[src/pkg/rrsse_pkg.sv]
// Shared constants and types for the return/rotate/sleep/subtract executor
package rrsse_pkg;

  // --------------------------------------------------------------------
  // Instruction word
  // --------------------------------------------------------------------
  localparam int          INSN_W          = 14;
  localparam logic [13:0] OP_RETURN       = 14'h0008;
  localparam logic [13:0] OP_SLEEP        = 14'h0063;
  localparam logic [5:0]  OP_ROT_LEFT     = 6'h0D;
  localparam logic [5:0]  OP_ROT_RIGHT    = 6'h0C;
  localparam logic [4:0]  OP_SUB_LIT      = 5'h1E;
  localparam int          OP6_HI          = 13;
  localparam int          OP6_LO          = 8;
  localparam int          OP5_LO          = 9;
  localparam int          DEST_BIT        = 7;
  localparam int          FADDR_W         = 7;

  // --------------------------------------------------------------------
  // Status bit positions and reset values
  // --------------------------------------------------------------------
  localparam int          ST_CARRY        = 0;
  localparam int          ST_HALF         = 1;
  localparam int          ST_ZERO         = 2;
  localparam int          ST_PD           = 3;
  localparam int          ST_TO           = 4;
  localparam logic [7:0]  W_RESET         = 8'h00;
  localparam logic [4:0]  STATUS_RESET    = 5'h18;
  localparam logic [12:0] PC_RESET        = 13'h0000;
  localparam logic [7:0]  WDT_CLEAR       = 8'h00;
  localparam logic [7:0]  PRESCALE_CLEAR  = 8'h00;

  typedef enum logic [1:0] {
    RRSSE_RUN,
    RRSSE_REFETCH,
    RRSSE_SLEEP
  } rrsse_state_type;

endpackage

[src/rtl/rrsse_exec.sv]
// Executor for return, rotate via carry, sleep and subtract-from-literal
// ----------------------------------------------------------------------
// Summary of operation
// - Return pops stack top into PC
// - Return takes two cycles, second refetches
// - Rotate left: carry into bit0, bit7 out
// - Dest bit 0 writes W, 1 writes file
// - Rotate right: carry into bit7, bit0 out
// - Sleep clears power-down, sets timeout flag
// - Sleep clears watchdog counter and prescaler
// - Sleep halts oscillator until wake event
// - Subtract: literal minus W into W
// - Subtract leaves file registers untouched
// ----------------------------------------------------------------------
module rrsse_exec
  import rrsse_pkg::*;
#(
  parameter int PC_W = 13
) (
  // Clock and reset
  input  wire logic              ref_clk,
  input  wire logic              srst,
  // Instruction stream
  input  wire logic [INSN_W-1:0] insn,
  input  wire logic              insn_valid,
  input  wire logic              wake,
  // Call stack
  input  wire logic [PC_W-1:0]   stack_top,
  output logic                   stack_pop,
  // File register access
  output logic [FADDR_W-1:0]     file_addr,
  input  wire logic [7:0]        file_rdata,
  output logic [7:0]             file_wdata,
  output logic                   file_we,
  // Core state
  output logic [PC_W-1:0]        pc,
  output logic [7:0]             w_reg,
  output logic                   carry_flag,
  output logic                   half_carry_flag,
  output logic                   zero_flag,
  output logic                   power_down_flag_n,
  output logic                   timeout_flag_n,
  output logic [7:0]             watchdog_counter,
  output logic [7:0]             watchdog_prescaler,
  output logic                   osc_run,
  output logic                   fetch_en
);

  // --------------------------------------------------------------------
  // Decode
  // --------------------------------------------------------------------
  rrsse_state_type state;
  rrsse_state_type next_state;
  logic            active;
  logic            is_ret;
  logic            is_sleep;
  logic            is_rl;
  logic            is_rr;
  logic            is_sub;
  logic            dest_file;
  logic [7:0]      lit;
  logic [7:0]      rot_res;
  logic            rot_carry;
  logic [8:0]      diff;
  logic [4:0]      diff_lo;

  assign active    = insn_valid && (state == RRSSE_RUN);
  assign is_ret    = active && (insn == OP_RETURN);
  assign is_sleep  = active && (insn == OP_SLEEP);
  assign is_rl     = active && (insn[OP6_HI:OP6_LO] == OP_ROT_LEFT);
  assign is_rr     = active && (insn[OP6_HI:OP6_LO] == OP_ROT_RIGHT);
  assign is_sub    = active && (insn[OP6_HI:OP5_LO] == OP_SUB_LIT);
  assign dest_file = insn[DEST_BIT];
  assign lit       = insn[7:0];

  // --------------------------------------------------------------------
  // Datapath
  // --------------------------------------------------------------------
  always_comb begin
    if (is_rl) begin
      rot_res   = {file_rdata[6:0], carry_flag};
      rot_carry = file_rdata[7];
    end else begin
      rot_res   = {carry_flag, file_rdata[7:1]};
      rot_carry = file_rdata[0];
    end
  end

  // Borrow-free means carry set: bit 8 of the 9-bit add of k + ~W + 1
  assign diff    = {1'b0, lit} + {1'b0, ~w_reg} + 9'h001;
  assign diff_lo = {1'b0, lit[3:0]} + {1'b0, ~w_reg[3:0]} + 5'h01;

  // Only rotates with dest=1 write the file; subtract never does
  assign file_addr  = insn[FADDR_W-1:0];
  assign file_we    = (is_rl || is_rr) && dest_file;
  assign file_wdata = rot_res;
  assign stack_pop  = is_ret;

  // --------------------------------------------------------------------
  // Sequencer
  // --------------------------------------------------------------------
  always_comb begin
    next_state = state;
    unique case (state)
      RRSSE_RUN: begin
        if (is_ret) begin
          next_state = RRSSE_REFETCH;
        end else if (is_sleep) begin
          next_state = RRSSE_SLEEP;
        end
      end
      RRSSE_REFETCH: begin
        next_state = RRSSE_RUN;
      end
      RRSSE_SLEEP: begin
        if (wake) begin
          next_state = RRSSE_RUN;
        end
      end
      default: begin
        next_state = RRSSE_RUN;
      end
    endcase
  end

  always_ff @(posedge ref_clk) begin
    if (srst) begin
      state <= RRSSE_RUN;
    end else begin
      state <= next_state;
    end
  end

  // Fetch is suppressed during the refetch slot and while asleep
  assign fetch_en = (state == RRSSE_RUN);
  assign osc_run  = (state != RRSSE_SLEEP);

  // --------------------------------------------------------------------
  // Program counter
  // --------------------------------------------------------------------
  always_ff @(posedge ref_clk) begin
    if (srst) begin
      pc <= PC_RESET[PC_W-1:0];
    end else if (is_ret) begin
      pc <= stack_top;
    end else if (active && !is_sleep) begin
      pc <= pc + PC_W'(1);
    end
  end

  // --------------------------------------------------------------------
  // Working register
  // --------------------------------------------------------------------
  always_ff @(posedge ref_clk) begin
    if (srst) begin
      w_reg <= W_RESET;
    end else if (is_sub) begin
      w_reg <= diff[7:0];
    end else if ((is_rl || is_rr) && !dest_file) begin
      w_reg <= rot_res;
    end
  end

  // --------------------------------------------------------------------
  // Arithmetic flags
  // --------------------------------------------------------------------
  always_ff @(posedge ref_clk) begin
    if (srst) begin
      carry_flag      <= STATUS_RESET[ST_CARRY];
      half_carry_flag <= STATUS_RESET[ST_HALF];
      zero_flag       <= STATUS_RESET[ST_ZERO];
    end else if (is_sub) begin
      carry_flag      <= diff[8];
      half_carry_flag <= diff_lo[4];
      zero_flag       <= (diff[7:0] == 8'h00);
    end else if (is_rl || is_rr) begin
      carry_flag      <= rot_carry;
    end
  end

  // --------------------------------------------------------------------
  // Sleep effects
  // --------------------------------------------------------------------
  always_ff @(posedge ref_clk) begin
    if (srst) begin
      power_down_flag_n <= STATUS_RESET[ST_PD];
      timeout_flag_n    <= STATUS_RESET[ST_TO];
    end else if (is_sleep) begin
      power_down_flag_n <= 1'b0;
      timeout_flag_n    <= 1'b1;
    end
  end

  // Watchdog keeps counting in sleep; the real tick source is elsewhere
  always_ff @(posedge ref_clk) begin
    if (srst || is_sleep) begin
      watchdog_counter   <= WDT_CLEAR;
      watchdog_prescaler <= PRESCALE_CLEAR;
    end else begin
      watchdog_prescaler <= watchdog_prescaler + 8'h01;
      if (watchdog_prescaler == 8'hFF) begin
        watchdog_counter <= watchdog_counter + 8'h01;
      end
    end
  end

  // --------------------------------------------------------------------
  // Checks
  // --------------------------------------------------------------------
  ret_pc_load_a: assert property (
    @(posedge ref_clk) disable iff (srst)
    is_ret |=> pc == $past(stack_top) && state == RRSSE_REFETCH)
    else $error("return did not load stack top");

  ret_two_cyc_a: assert property (
    @(posedge ref_clk) disable iff (srst)
    is_ret |=> !fetch_en ##1 fetch_en)
    else $error("return not two cycles");

  ret_flags_a: assert property (
    @(posedge ref_clk) disable iff (srst)
    is_ret |=> $stable(carry_flag) && $stable(zero_flag))
    else $error("return changed flags");

  rot_left_a: assert property (
    @(posedge ref_clk) disable iff (srst)
    is_rl |=> carry_flag == $past(file_rdata[7]))
    else $error("rotate left carry wrong");

  rot_dest_a: assert property (
    @(posedge ref_clk) disable iff (srst)
    (is_rl || is_rr) && !dest_file |-> !file_we
      ##1 w_reg == $past(rot_res))
    else $error("rotate destination wrong");

  rot_right_a: assert property (
    @(posedge ref_clk) disable iff (srst)
    is_rr && dest_file |-> file_wdata[7] == carry_flag
      ##1 carry_flag == $past(file_rdata[0]))
    else $error("rotate right wrong");

  sleep_flags_a: assert property (
    @(posedge ref_clk) disable iff (srst)
    is_sleep |=> !power_down_flag_n && timeout_flag_n
      && watchdog_counter == WDT_CLEAR)
    else $error("sleep flags wrong");

  sleep_halt_a: assert property (
    @(posedge ref_clk) disable iff (srst)
    is_sleep ##1 !wake |=> !osc_run && $stable(pc))
    else $error("sleep did not halt");

  sub_result_a: assert property (
    @(posedge ref_clk) disable iff (srst)
    is_sub |=> w_reg == 8'($past(lit) - $past(w_reg))
      && carry_flag == ($past(w_reg) <= $past(lit)))
    else $error("subtract result wrong");

  sub_half_a: assert property (
    @(posedge ref_clk) disable iff (srst)
    is_sub |-> !file_we ##1
      half_carry_flag == ($past(w_reg[3:0]) <= $past(lit[3:0])))
    else $error("subtract half carry wrong");

  rot_only_c_a: assert property (
    @(posedge ref_clk) disable iff (srst)
    (is_rl || is_rr) |=> $stable(zero_flag) && $stable(half_carry_flag)
      && state == RRSSE_RUN)
    else $error("rotate touched other flags");

  ret_pop_a: assert property (
    @(posedge ref_clk) disable iff (srst)
    stack_pop |-> insn_valid && fetch_en && insn == OP_RETURN)
    else $error("stack pop without return");

  ret_w_hold_a: assert property (
    @(posedge ref_clk) disable iff (srst)
    is_ret |-> !file_we
      ##1 $stable(w_reg) && $stable(half_carry_flag))
    else $error("return changed working state");

  refetch_ign_a: assert property (
    @(posedge ref_clk) disable iff (srst)
    state == RRSSE_REFETCH |=> $stable(w_reg) && $stable(pc)
      && $stable(carry_flag))
    else $error("refetch slot executed an instruction");

  halt_no_we_a: assert property (
    @(posedge ref_clk) disable iff (srst)
    !fetch_en |-> !file_we && !stack_pop)
    else $error("write or pop while fetch is off");

  rot_left_w_a: assert property (
    @(posedge ref_clk) disable iff (srst)
    is_rl && !dest_file |=> w_reg[0] == $past(carry_flag)
      && w_reg[7:1] == $past(file_rdata[6:0]))
    else $error("rotate left result wrong");

  rot_right_w_a: assert property (
    @(posedge ref_clk) disable iff (srst)
    is_rr && !dest_file |=> w_reg[7] == $past(carry_flag)
      && w_reg[6:0] == $past(file_rdata[7:1]))
    else $error("rotate right result wrong");

  rot_file_a: assert property (
    @(posedge ref_clk) disable iff (srst)
    (is_rl || is_rr) && dest_file |-> file_we
      ##1 $stable(w_reg))
    else $error("rotate to file wrong");

  rot_left_f_a: assert property (
    @(posedge ref_clk) disable iff (srst)
    is_rl && dest_file |-> file_wdata[0] == carry_flag
      && file_wdata[7:1] == file_rdata[6:0])
    else $error("rotate left file data wrong");

  sleep_presc_a: assert property (
    @(posedge ref_clk) disable iff (srst)
    is_sleep |=> watchdog_prescaler == PRESCALE_CLEAR)
    else $error("sleep left prescaler running");

  sleep_enter_a: assert property (
    @(posedge ref_clk) disable iff (srst)
    is_sleep |=> state == RRSSE_SLEEP && !fetch_en && $stable(pc))
    else $error("sleep not entered");

  sleep_wake_a: assert property (
    @(posedge ref_clk) disable iff (srst)
    state == RRSSE_SLEEP && wake |=> fetch_en && osc_run)
    else $error("wake did not resume");

  sleep_hold_a: assert property (
    @(posedge ref_clk) disable iff (srst)
    state == RRSSE_SLEEP |=> $stable(w_reg) && $stable(carry_flag)
      && $stable(zero_flag))
    else $error("instruction executed in sleep");

  sub_zero_a: assert property (
    @(posedge ref_clk) disable iff (srst)
    is_sub |=> zero_flag == ($past(lit) == $past(w_reg)))
    else $error("subtract zero flag wrong");

  pd_hold_a: assert property (
    @(posedge ref_clk) disable iff (srst)
    !is_sleep |=> $stable(power_down_flag_n)
      && $stable(timeout_flag_n))
    else $error("power flags moved without sleep");

endmodule

[config.mk]
export PLATFORM = sky130hd
export DESIGN_NAME = rrsse_exec
export DESIGN_NICKNAME = d
export VERILOG_FILES = /design/src/pkg/rrsse_pkg.sv /design/src/rtl/rrsse_exec.sv
export SDC_FILE = /design/constraint.sdc
export NUM_CORES = 1
export LEC_CHECK = 0
export ABC_AREA = 1
export BUFFER_PORTS_ARGS = -buffer_cell sky130_fd_sc_hd__buf_4
export CORE_ASPECT_RATIO = 1.1
export CORE_MARGIN = 2
export CORE_UTILIZATION = 46
export CTS_CLUSTER_SIZE = 40
export DETAILED_ROUTE_END_ITERATION = 6
export GPL_TIMING_DRIVEN = 1
export HOLD_SLACK_MARGIN = 0.12
export PLACE_DENSITY = 0.83
export SLEW_MARGIN = 20
export SYNTH_ARGS = -nofsm -noshare
export SYNTH_HDL_FRONTEND = slang
export SYNTH_SLANG_ARGS = --single-unit
[constraint.sdc]
create_clock -name ref_clk -period 1.55 [get_ports ref_clk]
set_input_delay 0.31 -clock ref_clk [delete_from_list [all_inputs] [get_ports ref_clk]]
set_output_delay 0.31 -clock ref_clk [all_outputs]
set_load 0.01 [all_outputs]
* After elaboration in Yosys (flattened, before gate mapping)
Index checks and enable logic that the tools add are counted.
** Cells by class
- Add/subtract/negate cells :: 7
- Bitwise logic cells :: 2
- Eq/ne operators :: 10
- Reductions and logical operators :: 19
- Multiplexer cells :: 12
** Operators with widths (number)
- $mux 13 :: 2
- $mux 8 :: 3
- $add 8x1->8 const B :: 2
- $eq 14x4->1 const B :: 1
- $eq 14x7->1 const B :: 1
- $add 13x1->13 const B :: 1
- $eq 6x4->1 const B :: 2
- $add 8x8->9 :: 1
- $add 9x1->9 const B :: 1
- $logic_and 1x1->1 :: 9
- $eq 8x8->1 const B :: 1
- $logic_not 8->1 :: 1
- $not 8->8 :: 1
- $mux 2 :: 3
- $reduce_bool 2->1 :: 3
- $add 4x4->5 :: 1
- $add 5x1->5 const B :: 1
- $eq 5x5->1 const B :: 1
- $ne 2x2->1 const B :: 2
- $not 4->4 :: 1
- $pmux 2 s2 :: 1
- $mux 1 :: 3
- $ne 3x2->1 const B :: 1
- $eq 2x2->1 const B :: 1
- other kinds (4) :: 6
** Word-level totals
- Register bits :: 43
- Logic and storage cells :: 59
- Output and inout bits :: 61
- Bits of input ports :: 39

* Longest topological paths before layout
- Depth in word-level cells :: 7
- Depth in mapped cells :: 13
- Mapped depth without buffers :: 13

* Worst setup path after synthesis
OpenSTA, ideal clock, no wires.
- Path kind :: input to register
- From :: in insn[0]
- To :: reg zero_flag
- Required time :: 1.418 ns
- Stages on the path :: 13
- Slack :: -0.111 ns
- Library setup time :: 0.132 ns
- Path buffers :: 0
- Data arrival time :: 1.529 ns
- Path through :: inv_1 ha_1 fa_1 inv_1 nand2_1 nand2_1 nand3_1 nand2_1 nand2_1 nand2_1 nor2_1 nand3_1 a21oi_1
** On the way
- Cells in the longest elaborated chain, start to end :: 3
** RTL lines
- start, declared :: line rrsse_exec.sv:24 : input wire logic [INSN_W-1:0] insn,
- $add 8x8->9 :: line rrsse_exec.sv:90 : assign diff = {1'b0, lit} + {1'b0, ~w_reg} + 9'h001;
- $add 9x1->9 :: line rrsse_exec.sv:90
- $logic_not 8->1 :: line rrsse_exec.sv:175 : zero_flag <= (diff[7:0] == 8'h00);
- end signal, assigned :: line rrsse_exec.sv:171 : zero_flag <= STATUS_RESET[ST_ZERO];
- end signal, assigned :: line rrsse_exec.sv:175
- end, declared :: line rrsse_exec.sv:40 : output logic zero_flag,
No other way between the ends.
A chain may end at the register's enable or synchronous reset.

* Worst setup path in the final report
- From :: reg state[0]
- To :: out file_wdata[6]
** On the way
- Cells in the longest elaborated chain, start to end :: 4
** RTL lines
- start, declared :: line rrsse_exec.sv:52 : rrsse_state_type state;
- start signal, assigned :: line rrsse_exec.sv:130 : state <= next_state;
- $logic_not 2->1 :: line rrsse_exec.sv:67 : assign active = insn_valid && (state == RRSSE_RUN);
- $logic_and 1x1->1 :: line rrsse_exec.sv:67
- $logic_and 1x1->1 :: line rrsse_exec.sv:70 : assign is_rl = active && (insn[OP6_HI:OP6_LO] == OP_ROT_LEFT);
- $mux 8 :: line rrsse_exec.sv:80 : if (is_rl) begin
- end, declared :: line rrsse_exec.sv:33 : output logic [7:0] file_wdata,
No other way between the ends.

==> results.cfg <==
[run_status]
run_status = complete, but fails checks
violated_checks = setup timing

[die]
placement_rows = 30
effective_utilization_at_floorplan_pct = 47.9
dieArea_um2 = 7110
die_height_um = 88.3
fp.dieW_um = 80.6
coreArea_um2 = 6190
num_io_pins = 100

[sta]
setup_viol = 33
post_layout_worst_setup_margin_ps = -311
max_slew_violation_count = 0
fmax_mhz = 537
fin_crit_sh_pct = 120
finalHoldViolations = 0
finalWorstPathRequiredPeriod_ps = 1860
grt_setup_unrepaired = yes
fin_tns_setup_ps = -4210
clock-skew-final_ps = 3.99

[worst_setup_path]
endpoint_kind = output port
critical_path_class = flop to output port
cpLargestDelayFamily = simple AND/OR/NAND/NOR gates
cp_cell_sequence = nor2_4 -> nand2_4 -> inv_4 -> buf_4 -> nand3_4 -> nand2_1 -> o21ai_0 -> buf_4
worst_path_max_delay_cell = sky130_fd_sc_hd__dfxtp_2
cpPeakStageDelay_ps = 340
crit_path_start_kind = flop
critical_path_buf_inv_count = 3
reg2reg_slack_ps = -170
critPathMostFrequentCell = sky130_fd_sc_hd__buf_4
cp_data_required_time_ps = 1240
critPathMaxFanout = 6
timing.critical_path.arrival_ps = 1550

[place]
globalplace.congestion = 0.964
port_buffer_count = 98
numPlacedInstances = 690
placement.setup.worst_slack_ps = -217
post-dp-hpwl_mm = 6.97

[logic_synthesis]
synth-seq-area-share_pct = 29.0
ys_ff_latch = 43
synthesis.yosys.warnings = 0
synthDistinctLibCells = 37
synth_nets = 516
syn_area_um2 = 2970
postSynthAreaPerCell_um2 = 6.39
syn-instance-count = 465
count_of_flip_flops_with_a_built_in_enable_after_synthesis = 0
synthArstFlopShare_pct = 0
dominantRegCellSynth = sky130_fd_sc_hd__dfxtp_1

[final_layout]
layout_common_cells = sky130_fd_sc_hd__buf_4 (160), sky130_fd_sc_hd__nand2_1 (93), sky130_fd_sc_hd__inv_1 (66), sky130_fd_sc_hd__dfxtp_1 (33), sky130_fd_sc_hd__nor2_1 (32)
layout_commonest_cell = sky130_fd_sc_hd__buf_4
instances_no_fill = 722
antenna-diode-count = 0
drive_above_1_share_pct = 52.0
syn_to_final_growth_pct = 75.3
top_reg_by_flops = pc
largest_reg_flops = 13
final_net_count = 692

[power]
comb_power_share_pct = 28.2
total_switching_power_uw = 874
power.share.sequential_pct = 40.2
cellInternalPower_mw = 2.01
power.clock.fraction_pct = 31.5
p_sw_share_pct = 30.3
static-leakage-power_nw = 2.48
worst_vdd_rail_ir_drop_mv = 0.447
powerDensity_nw_per_um2 = 553

[grt]
groute.layer.met1.usage_pct = 32.6
busiest_layer = met2
grtUsageMet2_pct = 52.8
total_overflow_reported_by_the_global_router = 0
grt_start_max_net_pins = 18
grt_use_met3_pct = 4.29
track_usage_pct = 28.2
first_global_vias = 3600
grt_antenna_before_repair = 0
global_route_wire_length_before_repair_mm = 15.9

[clock_tree]
clock_insertion_delay_worst_skew_ps = 300
holdBufCountCts = 0
cts_num_sinks = 43
tritoncts_buffers = 5
cts_buffer_depth = 2
tritoncts = yes
cts.root.buffer_cell = sky130_fd_sc_hd__clkbuf_8
clk_transition_reported_paths_ps = 90
clock_tree.htree_level_count = 2

[route]
post-route-drc-count = 0
drt_wl_total_mm = 12.3
violation_count_after_the_first_detailed_route_iteration = 203
vias_per_cell = 5.46
vias_after_detailed_routing = 3942
detail-route-antenna-nets = 0
wire_length_per_cell_um = 17.1
firstDrtPassIters = 4

[min_path]
hold_class = input pin to flop

[run]
drv.max_cap_violation_count = 0
[routing by layer]
metal,up-vias,part of all wire [%]
li1,1817,-
met1,1848,37
met2,227,52
met3,50,7.1
met4,0,3.9
met5,-,0
[synth_stat cells, drive strengths merged (4+ instances only)]
cell type,count,area share [%]
xnor2,4,1.2
nor2,49,7.1
nand4,9,1.9
or2,8,1.7
o21ai,13,2.2
nor3,12,2.8
buf,14,3.2
nand2,129,17
inv,78,9.9
o211ai,9,2.3
a21oi,21,3.8
xor2,9,2.7
dfxtp,43,29
ha,11,4.6
nand3,42,7.6
[worst paths after layout]
check,end,start,depth (start not counted)
setup reg to reg,zero_flag,w_reg[0],8
setup / recovery,file_wdata[6],state[0],8
hold / removal,state[1],wake,3
hold reg to reg,power_down_flag_n,power_down_flag_n,2
[worst reg2reg max path, stage by stage (launching register included)]
cell and delay (ps):
sky130_fd_sc_hd__dfxtp_2 350, sky130_fd_sc_hd__ha_4 160, sky130_fd_sc_hd__fa_2 340, sky130_fd_sc_hd__buf_4 150, sky130_fd_sc_hd__xor2_2 150, sky130_fd_sc_hd__nand2_2 110
sky130_fd_sc_hd__nor2_2 150, sky130_fd_sc_hd__nand3_2 120, sky130_fd_sc_hd__a21oi_2 140
[cell type report]
| type | instances | area (um2) |
|---|---|---|
| multi-input cells | 328 | 2310 |
| repair inverters | 1 | 7.51 |
| fillers | 355 | 987 |
| clock inverters | 3 | 43.8 |
| clock buffers | 5 | 68.8 |
| repair buffers | 183 | 1490 |
| flip-flops and latches | 43 | 881 |
| well taps | 80 | 100 |
| inverters | 79 | 307 |
[through the flow]
| step | hold WS (ps) | total power, mW | cell area, um2 | utilization [%] |
|---|---|---|---|---|
| floorplan | 456 | 1.46 | 3000 | - |
| global placement | 459 | 1.76 | 4250 | 68.6 |
| detailed placement | 468 | 1.78 | 4250 | 68.6 |
| CTS | 272 | 2.73 | 4760 | 76.8 |
| global route | 273 | 2.99 | 5210 | 84.1 |
| finish | 277 | 2.88 | 5210 | 84.1 |
[power by group through the flow]
stage	Clock (mW)	Combinational, mW	Sequential [mW]
CTS	0.913	0.663	1.16
detailed placement	0	0.592	1.18
floorplan	0	0.263	1.20
global placement	0	0.577	1.18
finish	0.908	0.813	1.16
global route	0.963	0.867	1.16
[cell families after synthesis]
kind of cell / share of synthesized area [%]
multiplexers: 0.379
AO/OA/AOI/OAI: 8.93
flip-flops: 29.0
AND/OR/NAND/NOR: 39.0
adder cells (fa/ha/maj): 5.31
buffers and inverters: 13.4
XOR/XNOR: 3.83
other: 0.126
[timing repair]
action,4_1_cts,5_1_grt
cloned,3,0
endpoints found under the setup margin,25,52
buffers inserted,15,7
pin swaps,20,47
gates resized for setup,68,105
Power figures use the tool's default switching activity.
